**src/common/mmd_consts.svh**
```systemverilog
// Address boundaries, page numbers and select count for the memory map decoder
`ifndef MMD_CONSTS_SVH
`define MMD_CONSTS_SVH
`define MMD_IO_LO 16'h0000
`define MMD_IO_HI 16'h003f
`define MMD_IO2_LO 16'h0040
`define MMD_IO2_HI 16'h004f
`define MMD_RAM_A_LO 16'h0050
`define MMD_RAM_A_HI 16'h044f
`define MMD_FLB1_LO 16'h0450
`define MMD_FLB1_HI 16'h04ff
`define MMD_CAN_LO 16'h0500
`define MMD_CAN_HI 16'h057f
`define MMD_FLB2_LO 16'h0580
`define MMD_FLB2_HI 16'h05ff
`define MMD_EE_B_LO 16'h0600
`define MMD_EE_B_HI 16'h07ff
`define MMD_EE_A_LO 16'h0800
`define MMD_EE_A_HI 16'h09ff
`define MMD_RAM_B_LO 16'h0a00
`define MMD_RAM_B_HI 16'h0dff
`define MMD_FLB3_LO 16'h0e00
`define MMD_FLB3_HI 16'h7fff
`define MMD_FLA_LO 16'h8000
`define MMD_FLA_HI 16'hfdff
`define MMD_MON_LO 16'hfe20
`define MMD_MON_HI 16'hfeff
`define MMD_UNIMP_LO 16'hff00
`define MMD_UNIMP_HI 16'hff7f
`define MMD_RSV_LO 16'hff82
`define MMD_RSV_HI 16'hffcb
`define MMD_VEC_LO 16'hffcc
`define MMD_VEC_HI 16'hffff
`define MMD_SYS_PAGE 8'hfe
`define MMD_HIGH_PAGE 8'hff
`define MMD_NUM_SEL 32
`endif

```
**src/common/mmd_pkg.sv**
```systemverilog
// Types for the memory map decoder
`default_nettype none
package mmd_pkg;
  typedef enum logic [4:0] {
    MMD_SEL_IO = 5'h00, MMD_SEL_IO2 = 5'h01, MMD_SEL_RAM_A = 5'h02, MMD_SEL_RAM_B = 5'h03,
    MMD_SEL_FLASH_A = 5'h04, MMD_SEL_FLASH_B = 5'h05, MMD_SEL_CAN = 5'h06, MMD_SEL_EE_A = 5'h07,
    MMD_SEL_EE_B = 5'h08, MMD_SEL_MONITOR = 5'h09, MMD_SEL_VECTOR = 5'h0a, MMD_SEL_BRK_STAT = 5'h0b,
    MMD_SEL_RST_CAUSE = 5'h0c, MMD_SEL_BRK_FLAG = 5'h0d, MMD_SEL_CONFIG = 5'h0e, MMD_SEL_FLA_CTRL = 5'h0f,
    MMD_SEL_BRK_HI = 5'h10, MMD_SEL_BRK_LO = 5'h11, MMD_SEL_BRK_CS = 5'h12, MMD_SEL_LV_STAT = 5'h13,
    MMD_SEL_FLB_CTRL = 5'h14, MMD_SEL_EEB_NV = 5'h15, MMD_SEL_EEB_CTRL = 5'h16, MMD_SEL_EEB_CFG = 5'h17,
    MMD_SEL_EEA_NV = 5'h18, MMD_SEL_EEA_CTRL = 5'h19, MMD_SEL_EEA_CFG = 5'h1a, MMD_SEL_FLA_PROT = 5'h1b,
    MMD_SEL_FLB_PROT = 5'h1c, MMD_SEL_RESERVED = 5'h1d, MMD_SEL_UNIMP = 5'h1e, MMD_SEL_NONE = 5'h1f
  } mmd_region_type;
endpackage : mmd_pkg
`default_nettype wire

```
**src/hw/mmd_range_cmp.sv**
```systemverilog
// Inclusive address range comparator
`timescale 1ns/10ps
`default_nettype none
module mmd_range_cmp #(
  parameter logic [15:0] LO = 16'h0000,
  parameter logic [15:0] HI = 16'hffff
) (
  input wire logic [15:0] addr,
  output logic hit
);
  assign hit = (addr >= LO) && (addr <= HI);
endmodule : mmd_range_cmp
`default_nettype wire

```
**src/hw/mmd_sys_page.sv**
```systemverilog
// Decode of the 32-byte system page at $FE00-$FE1F
`timescale 1ns/10ps
`default_nettype none
`include "mmd_consts.svh"
module mmd_sys_page (
  input wire logic [4:0] low_addr,
  output mmd_pkg::mmd_region_type region
);
  always_comb begin
    case (low_addr)
      5'h00: region = mmd_pkg::MMD_SEL_BRK_STAT;
      5'h01: region = mmd_pkg::MMD_SEL_RST_CAUSE;
      5'h03: region = mmd_pkg::MMD_SEL_BRK_FLAG;
      5'h06: region = mmd_pkg::MMD_SEL_UNIMP;
      5'h09: region = mmd_pkg::MMD_SEL_CONFIG;
      5'h0b: region = mmd_pkg::MMD_SEL_FLA_CTRL;
      5'h0c: region = mmd_pkg::MMD_SEL_BRK_HI;
      5'h0d: region = mmd_pkg::MMD_SEL_BRK_LO;
      5'h0e: region = mmd_pkg::MMD_SEL_BRK_CS;
      5'h0f: region = mmd_pkg::MMD_SEL_LV_STAT;
      5'h11: region = mmd_pkg::MMD_SEL_FLB_CTRL;
      5'h12, 5'h13, 5'h14, 5'h15, 5'h16, 5'h17: region = mmd_pkg::MMD_SEL_UNIMP;
      5'h18: region = mmd_pkg::MMD_SEL_EEB_NV;
      5'h19: region = mmd_pkg::MMD_SEL_EEB_CTRL;
      5'h1b: region = mmd_pkg::MMD_SEL_EEB_CFG;
      5'h1c: region = mmd_pkg::MMD_SEL_EEA_NV;
      5'h1d: region = mmd_pkg::MMD_SEL_EEA_CTRL;
      5'h1f: region = mmd_pkg::MMD_SEL_EEA_CFG;
      default: region = mmd_pkg::MMD_SEL_RESERVED;
    endcase
  end
endmodule : mmd_sys_page
`default_nettype wire

```
**src/hw/mmd_decoder.sv**
```systemverilog
// Memory map address decoder for the 64-Kbyte processor bus
// Overview of operation
// One select per implemented 16-bit address
// $0000-$003F selects primary register window
// $0040-$004F selects second register window
// $0500-$057F selects CAN area
// FLASH B low pieces, FLASH A high
// EEPROM B $0600, EEPROM A $0800
// $FE20-$FEFF selects monitor ROM
// Top 52 bytes select user vectors
// Reserved locations flagged; software avoids them
// Unimplemented access requests reset when enabled
// Break status, reset cause, break flag selects
// FLASH A/B control at $FE0B/$FE11
// Break address high/low at $FE0C/$FE0D
// Break status/control at $FE0E
// Low-voltage status at $FE0F
// EEPROM B register selects $FE18-$FE1B
// EEPROM A register selects $FE1C-$FE1F
// FLASH protect selects $FF80/$FF81
// Configuration register select at $FE09
// RAM A $0050-$044F, RAM B $0A00-$0DFF
// Combinational selects, registered reset request
`timescale 1ns/10ps
`default_nettype none
`include "mmd_consts.svh"
module mmd_decoder (
  input wire logic clk,
  input wire logic reset_n,
  input wire logic clk_en,
  input wire logic [15:0] bus_addr,
  input wire logic bus_valid,
  input wire logic illegal_reset_enable,
  output logic [`MMD_NUM_SEL-1:0] region_select,
  output logic io_select,
  output logic io2_select,
  output logic ram_a_select,
  output logic ram_b_select,
  output logic flash_a_select,
  output logic flash_b_select,
  output logic can_select,
  output logic eeprom_a_select,
  output logic eeprom_b_select,
  output logic monitor_select,
  output logic vector_select,
  output logic break_status_select,
  output logic reset_cause_status_select,
  output logic break_flag_control_select,
  output logic config_select,
  output logic flash_a_control_select,
  output logic break_addr_high_select,
  output logic break_addr_low_select,
  output logic break_ctrl_status_select,
  output logic low_voltage_status_select,
  output logic flash_b_control_select,
  output logic eeprom_b_nonvol_select,
  output logic eeprom_b_control_select,
  output logic eeprom_b_array_cfg_select,
  output logic eeprom_a_nonvol_select,
  output logic eeprom_a_control_select,
  output logic eeprom_a_array_cfg_select,
  output logic flash_a_protect_select,
  output logic flash_b_protect_select,
  output logic reserved_access,
  output logic unimpl_access,
  output logic illegal_reset_req
);
  ////////////////////////////////////////////////////////////////////////////
  // Range hits
  localparam int NR = 14;
  localparam logic [15:0] LO_TAB [NR] = '{`MMD_IO_LO, `MMD_IO2_LO, `MMD_RAM_A_LO, `MMD_FLB1_LO,
    `MMD_CAN_LO, `MMD_FLB2_LO, `MMD_EE_B_LO, `MMD_EE_A_LO, `MMD_RAM_B_LO, `MMD_FLB3_LO,
    `MMD_FLA_LO, `MMD_MON_LO, `MMD_UNIMP_LO, `MMD_RSV_LO};
  localparam logic [15:0] HI_TAB [NR] = '{`MMD_IO_HI, `MMD_IO2_HI, `MMD_RAM_A_HI, `MMD_FLB1_HI,
    `MMD_CAN_HI, `MMD_FLB2_HI, `MMD_EE_B_HI, `MMD_EE_A_HI, `MMD_RAM_B_HI, `MMD_FLB3_HI,
    `MMD_FLA_HI, `MMD_MON_HI, `MMD_UNIMP_HI, `MMD_RSV_HI};
  logic [NR-1:0] hit;
  genvar gi;
  generate
    for (gi = 0; gi < NR; gi = gi + 1) begin : g_rng
      mmd_range_cmp #(.LO(LO_TAB[gi]), .HI(HI_TAB[gi])) u_cmp (
        .addr(bus_addr),
        .hit(hit[gi])
      );
    end
  endgenerate

  ////////////////////////////////////////////////////////////////////////////
  // System page
  mmd_pkg::mmd_region_type sys_region;
  mmd_sys_page u_sys (
    .low_addr(bus_addr[4:0]),
    .region(sys_region)
  );

  ////////////////////////////////////////////////////////////////////////////
  // Region priority, one region per address
  mmd_pkg::mmd_region_type region;
  always_comb begin
    region = mmd_pkg::MMD_SEL_NONE;
    if (hit[0]) begin
      region = mmd_pkg::MMD_SEL_IO;
    end else if (hit[1]) begin
      region = mmd_pkg::MMD_SEL_IO2;
    end else if (hit[2] || hit[8]) begin
      region = hit[2] ? mmd_pkg::MMD_SEL_RAM_A : mmd_pkg::MMD_SEL_RAM_B;
    end else if (hit[3] || hit[5] || hit[9]) begin
      region = mmd_pkg::MMD_SEL_FLASH_B;
    end else if (hit[10]) begin
      region = mmd_pkg::MMD_SEL_FLASH_A;
    end else if (hit[4]) begin
      region = mmd_pkg::MMD_SEL_CAN;
    end else if (hit[6]) begin
      region = mmd_pkg::MMD_SEL_EE_B;
    end else if (hit[7]) begin
      region = mmd_pkg::MMD_SEL_EE_A;
    end else if (hit[11]) begin
      region = mmd_pkg::MMD_SEL_MONITOR;
    end else if (bus_addr[15:8] == `MMD_SYS_PAGE) begin
      region = sys_region;
    end else if (hit[12]) begin
      region = mmd_pkg::MMD_SEL_UNIMP;
    end else if (bus_addr == {`MMD_HIGH_PAGE, 8'h80}) begin
      region = mmd_pkg::MMD_SEL_FLA_PROT;
    end else if (bus_addr == {`MMD_HIGH_PAGE, 8'h81}) begin
      region = mmd_pkg::MMD_SEL_FLB_PROT;
    end else if (hit[13]) begin
      region = mmd_pkg::MMD_SEL_RESERVED;
    end else if (bus_addr >= `MMD_VEC_LO) begin
      region = mmd_pkg::MMD_SEL_VECTOR;
    end
  end

  ////////////////////////////////////////////////////////////////////////////
  // One-hot selects
  always_comb begin
    region_select = '0;
    region_select[region] = 1'b1;
  end
  assign io_select = region_select[mmd_pkg::MMD_SEL_IO];
  assign io2_select = region_select[mmd_pkg::MMD_SEL_IO2];
  assign ram_a_select = region_select[mmd_pkg::MMD_SEL_RAM_A];
  assign ram_b_select = region_select[mmd_pkg::MMD_SEL_RAM_B];
  assign flash_a_select = region_select[mmd_pkg::MMD_SEL_FLASH_A];
  assign flash_b_select = region_select[mmd_pkg::MMD_SEL_FLASH_B];
  assign can_select = region_select[mmd_pkg::MMD_SEL_CAN];
  assign eeprom_a_select = region_select[mmd_pkg::MMD_SEL_EE_A];
  assign eeprom_b_select = region_select[mmd_pkg::MMD_SEL_EE_B];
  assign monitor_select = region_select[mmd_pkg::MMD_SEL_MONITOR];
  assign vector_select = region_select[mmd_pkg::MMD_SEL_VECTOR];
  assign break_status_select = region_select[mmd_pkg::MMD_SEL_BRK_STAT];
  assign reset_cause_status_select = region_select[mmd_pkg::MMD_SEL_RST_CAUSE];
  assign break_flag_control_select = region_select[mmd_pkg::MMD_SEL_BRK_FLAG];
  assign config_select = region_select[mmd_pkg::MMD_SEL_CONFIG];
  assign flash_a_control_select = region_select[mmd_pkg::MMD_SEL_FLA_CTRL];
  assign break_addr_high_select = region_select[mmd_pkg::MMD_SEL_BRK_HI];
  assign break_addr_low_select = region_select[mmd_pkg::MMD_SEL_BRK_LO];
  assign break_ctrl_status_select = region_select[mmd_pkg::MMD_SEL_BRK_CS];
  assign low_voltage_status_select = region_select[mmd_pkg::MMD_SEL_LV_STAT];
  assign flash_b_control_select = region_select[mmd_pkg::MMD_SEL_FLB_CTRL];
  assign eeprom_b_nonvol_select = region_select[mmd_pkg::MMD_SEL_EEB_NV];
  assign eeprom_b_control_select = region_select[mmd_pkg::MMD_SEL_EEB_CTRL];
  assign eeprom_b_array_cfg_select = region_select[mmd_pkg::MMD_SEL_EEB_CFG];
  assign eeprom_a_nonvol_select = region_select[mmd_pkg::MMD_SEL_EEA_NV];
  assign eeprom_a_control_select = region_select[mmd_pkg::MMD_SEL_EEA_CTRL];
  assign eeprom_a_array_cfg_select = region_select[mmd_pkg::MMD_SEL_EEA_CFG];
  assign flash_a_protect_select = region_select[mmd_pkg::MMD_SEL_FLA_PROT];
  assign flash_b_protect_select = region_select[mmd_pkg::MMD_SEL_FLB_PROT];
  assign reserved_access = region_select[mmd_pkg::MMD_SEL_RESERVED];
  assign unimpl_access = region_select[mmd_pkg::MMD_SEL_UNIMP];

  ////////////////////////////////////////////////////////////////////////////
  // Illegal-address reset request
  logic illegal_reset_req_r;
  logic illegal_reset_req_nxt;
  always_comb begin
    illegal_reset_req_nxt = bus_valid && unimpl_access && illegal_reset_enable;
  end
  always_ff @(posedge clk) begin
    if (!reset_n) begin
      illegal_reset_req_r <= 1'b0;
    end else if (clk_en) begin
      illegal_reset_req_r <= illegal_reset_req_nxt;
    end
  end
  assign illegal_reset_req = illegal_reset_req_r;
endmodule : mmd_decoder
`default_nettype wire

```
**config.mk**
```make
export PLATFORM = sky130hd
export DESIGN_NAME = mmd_decoder
export DESIGN_NICKNAME = d
export VERILOG_FILES = /design/src/common/mmd_pkg.sv /design/src/hw/mmd_range_cmp.sv /design/src/hw/mmd_sys_page.sv /design/src/hw/mmd_decoder.sv
export VERILOG_INCLUDE_DIRS = /design/src /design/src/common
export SDC_FILE = /design/constraint.sdc
export NUM_CORES = 1
export LEC_CHECK = 0
export BUFFER_PORTS_ARGS = -buffer_cell sky130_fd_sc_hd__buf_4
export CELL_PAD_IN_SITES_DETAIL_PLACEMENT = 1
export CELL_PAD_IN_SITES_GLOBAL_PLACEMENT = 2
export CORE_UTILIZATION = 22
export DETAILED_ROUTE_END_ITERATION = 10
export PLACE_DENSITY_LB_ADDON = 0.1
export RECOVER_POWER = 100
export SLEW_MARGIN = 15
export SYNTH_ARGS = -nofsm -noshare
export SYNTH_HDL_FRONTEND = slang
export SYNTH_SLANG_ARGS = --single-unit
```
**constraint.sdc**
```tcl
create_clock -name clk -period 7.2 [get_ports clk]
set_input_delay 1.44 -clock clk [delete_from_list [all_inputs] [get_ports clk]]
set_output_delay 1.44 -clock clk [all_outputs]
set_load 0.1 [all_outputs]
```
==> results.yml <==
layout:
  multi_input_area_sq_um: 938
  design_area_sq_um: 1490
  largest_register_ffs: 1
  final_nets: 262
  insertedDiodeCount: 0
  flow.area_growth_from_synthesis_pct: 18.9
  fin_util_pct: 27.0
  drive_above_1_share_pct: 21.8
  layout.filler_cells: 750
  area.sequential_sq_um: 20.0
placed_design:
  place_hpwl_um: 3660
  portBuffers: 84
  place.gp.congestion: 0.785
  detailed_place.area_sq_um: 1710
power:
  largest_vdd_supply_drop_mv: 0.0197
  power_uw: 87.7
  static-leakage-power_nw: 0.556
  power.density_nw_per_um2: 59.0
sta:
  achievable-frequency_mhz: 159
  hold_violations: 0
  maxSlewHeadroom_pct: 21.1
  final.setup.tns_ns: 0
  final_max_slew_viol_count: 0
  tightestPinTransition_ns: 1.19
  finalSetupViolations: 0
  layout_skew_ns: 0
  layout_worst_path_cycle_share_pct: 87.2
  rsz0062_at_grt: "false"
  finalWorstPathRequiredPeriod_ns: 6.28
route:
  wl_um: 4460
  route.antenna.remaining_nets: 0
  post_drt_via_cell_ratio: 4.85
  dr_total_vias: 1483
  drt-wirelength-per-cell_um: 14.6
  detail_route.first_pass.iterations: 4
  post-route-drc-count: 0
  detailedRoute.firstIterationViolations: 53
worst_setup_path:
  ff_to_ff_start: "illegal_reset_req"
  req_time_crit_path_ns: 5.76
  cp_max_fo: 8
  worstSetupPathType: "input port to output pin"
  crit_path_start_kind: "input port"
  cpLargestDelayFamily: "buffers and inverters"
  cpPeakStageDelay_ns: 0.90
  cell_by_cell_listing_of_the_critical_path: "buf_4 -> inv_1 -> ha_1 -> or3b_2 -> nor3b_1 -> a211oi_1 -> a211oi_1 -> nor3b_1 -> clkbuf_1"
  critical_path_buf_inv_count: 3
  timing.critical_path.slowest_stage_cell: "sky130_fd_sc_hd__clkbuf_1"
  worst_r2r_path_depth: 2
  reg2reg_end: "illegal_reset_req"
  crit_arrival_ns: 4.84
  crit_path_end_kind: "output pin"
  regToRegSetupSlack_ns: 6.63
cts:
  worst_setup_hold_path_clk_slew_ns: 0
  cts_hold_buffers_added: 0
  insertion_delay_ns: 0
  post_cts_buffers: 0
  cts.repair.resized: 0
flow_run:
  drv_cap: 0
global_routing:
  grt_start_max_net_pins: 18
  global_route.usage.total_pct: 14.6
  grt_antenna_before_repair: 0
  grt-ovfl-total: 0
  grt_pass1_wl_um: 7370
  grt_pass1_vias: 1485
floorplanning:
  die_width_um: 77.4
  die_height_um: 77.4
  std_cell_rows: 27
  core_sq_um: 5510
  floorplan.io_pins: 85
  floorplan.die_area_sq_um: 5990
  initial_utilization_pct: 22.7
synth:
  yosys.cell_types.count: 56
  synth_enable_flop_cells: 0
  avgSynthCellArea_sq_um: 6.59
  synth_area_sq_um: 1250
  ys_async_sr_fraction_pct: 0
  synthTopCellsByArea: "sky130_fd_sc_hd__buf_4 19%, sky130_fd_sc_hd__nor2_1 7.8%, sky130_fd_sc_hd__ha_1 5.0%"
  synth_cells: 190
  synth.yosys.seq_area_share_pct: 1.60
  post-synth-top-area-cell: "sky130_fd_sc_hd__buf_4"
  postSynthRegisterBits: 1
  synth_largest_type_area_fraction_pct: 18.6
  synth_top_flop_cell: "sky130_fd_sc_hd__dfxtp_1"
  syn_nets: 216
  ys_warn_count: 0
worst_hold_path:
  worst_hold_startpoint: "illegal_reset_req"
  hold_path.class: "flip-flop to flip-flop"
  whs_endpoint: "illegal_reset_req"
  min_path_cells: 2
outcome:
  status: "finished, final reports clean"
[power breakdown]
part	internal [mW]	switching, mW
Combinational	0.0221	0.0599
Sequential	0.00567	0.00000509
Clock	0	0
Total	0.0278	0.0599
[synthesized netlist by cell type (4+ instances only)]
cell type                 number
sky130_fd_sc_hd__a21oi_1       5
sky130_fd_sc_hd__buf_2         4
sky130_fd_sc_hd__buf_4        31
sky130_fd_sc_hd__ha_1          5
sky130_fd_sc_hd__inv_1         5
sky130_fd_sc_hd__nand2_1      12
sky130_fd_sc_hd__nand3_1       6
sky130_fd_sc_hd__nor2_1       26
sky130_fd_sc_hd__nor2b_1       5
sky130_fd_sc_hd__nor3_1       10
sky130_fd_sc_hd__nor3b_1       4
sky130_fd_sc_hd__o21ai_0       6
sky130_fd_sc_hd__or3_1         4
[area by class of cell]
type                       count  share of cell area [%]
tap                           72                    6.06
inverter                       5                    1.26
sequential                     1                    1.35
timing repair buffer          84                    28.3
multi-input combinational    144                    63.1
[metal layers]
layer,up-vias,track usage (%),share of wire (%)
li1,756,-,-
met1,689,21.2,50
met2,38,25.2,46
met3,0,0.588,4.2
met4,0,0,0
met5,-,0,0
[cell families (layout without fill, tap and decap cells)]
| group | count (synthesis) | in the layout | synth area share, % |
|---|---|---|---|
| fa+ha+maj | 5 | 5 | 5.00 |
| mux | 1 | 1 | 0.800 |
| simple gates | 94 | 94 | 41.1 |
| flops | 1 | 1 | 1.60 |
| buf+inv | 45 | 89 | 24.4 |
| compound gates | 43 | 43 | 26.4 |
| xor+xnor | 1 | 1 | 0.700 |
[worst max path at each step]
stage	slack, ns	end	depth (start not counted)	start
finish	0.92	region_select[11]	9	bus_addr[0]
global route	0.60	break_flag_control_select	10	bus_addr[0]
CTS	1.37	flash_a_control_select	10	bus_addr[0]
detailed placement	1.40	flash_a_control_select	10	bus_addr[0]
global placement	1.47	eeprom_b_array_cfg_select	10	bus_addr[0]
floorplan	0.53	region_select[15]	9	bus_addr[0]
[cell usage in the layout, fill, tap and decap left out, types with 3 or more instances in the layout]
| cell | Yosys | layout |
|---|---|---|
| sky130_fd_sc_hd__clkbuf_1 | 2 | 46 |
| sky130_fd_sc_hd__nor2_1 | 26 | 26 |
| sky130_fd_sc_hd__buf_4 | 31 | 23 |
| sky130_fd_sc_hd__clkbuf_2 | 0 | 15 |
| sky130_fd_sc_hd__nand2_1 | 12 | 12 |
| sky130_fd_sc_hd__nor3_1 | 10 | 9 |
| sky130_fd_sc_hd__nand3_1 | 6 | 6 |
| sky130_fd_sc_hd__o21ai_0 | 6 | 6 |
| sky130_fd_sc_hd__inv_1 | 5 | 5 |
| sky130_fd_sc_hd__nor2b_1 | 5 | 5 |
| sky130_fd_sc_hd__a21oi_1 | 5 | 5 |
| sky130_fd_sc_hd__ha_1 | 5 | 5 |
| sky130_fd_sc_hd__nor3b_1 | 4 | 4 |
| sky130_fd_sc_hd__a211oi_1 | 3 | 4 |
| sky130_fd_sc_hd__or3_1 | 4 | 4 |
| sky130_fd_sc_hd__or3b_2 | 3 | 3 |
| sky130_fd_sc_hd__nor4_1 | 3 | 3 |
| sky130_fd_sc_hd__nand2b_1 | 3 | 3 |
| sky130_fd_sc_hd__o211ai_1 | 3 | 3 |
| sky130_fd_sc_hd__or2_2 | 3 | 3 |
[stage by stage]
stage                     instances  hold WS (ns)  worst slack (ns)
final                           306         0.493             0.923
after CTS                       306         0.496              1.37
after floorplan                 190         0.974             0.529
after detailed placement        306         0.493              1.40
after global placement          306         0.502              1.47
after global routing            306         0.528             0.598
[worst register-to-register path: stages, from the launching register on]
cell and delay (ns):
sky130_fd_sc_hd__dfxtp_1 0.29, sky130_fd_sc_hd__nand3b_1 0.09, sky130_fd_sc_hd__o31ai_2 0.06
Power figures use the tool's default switching activity.
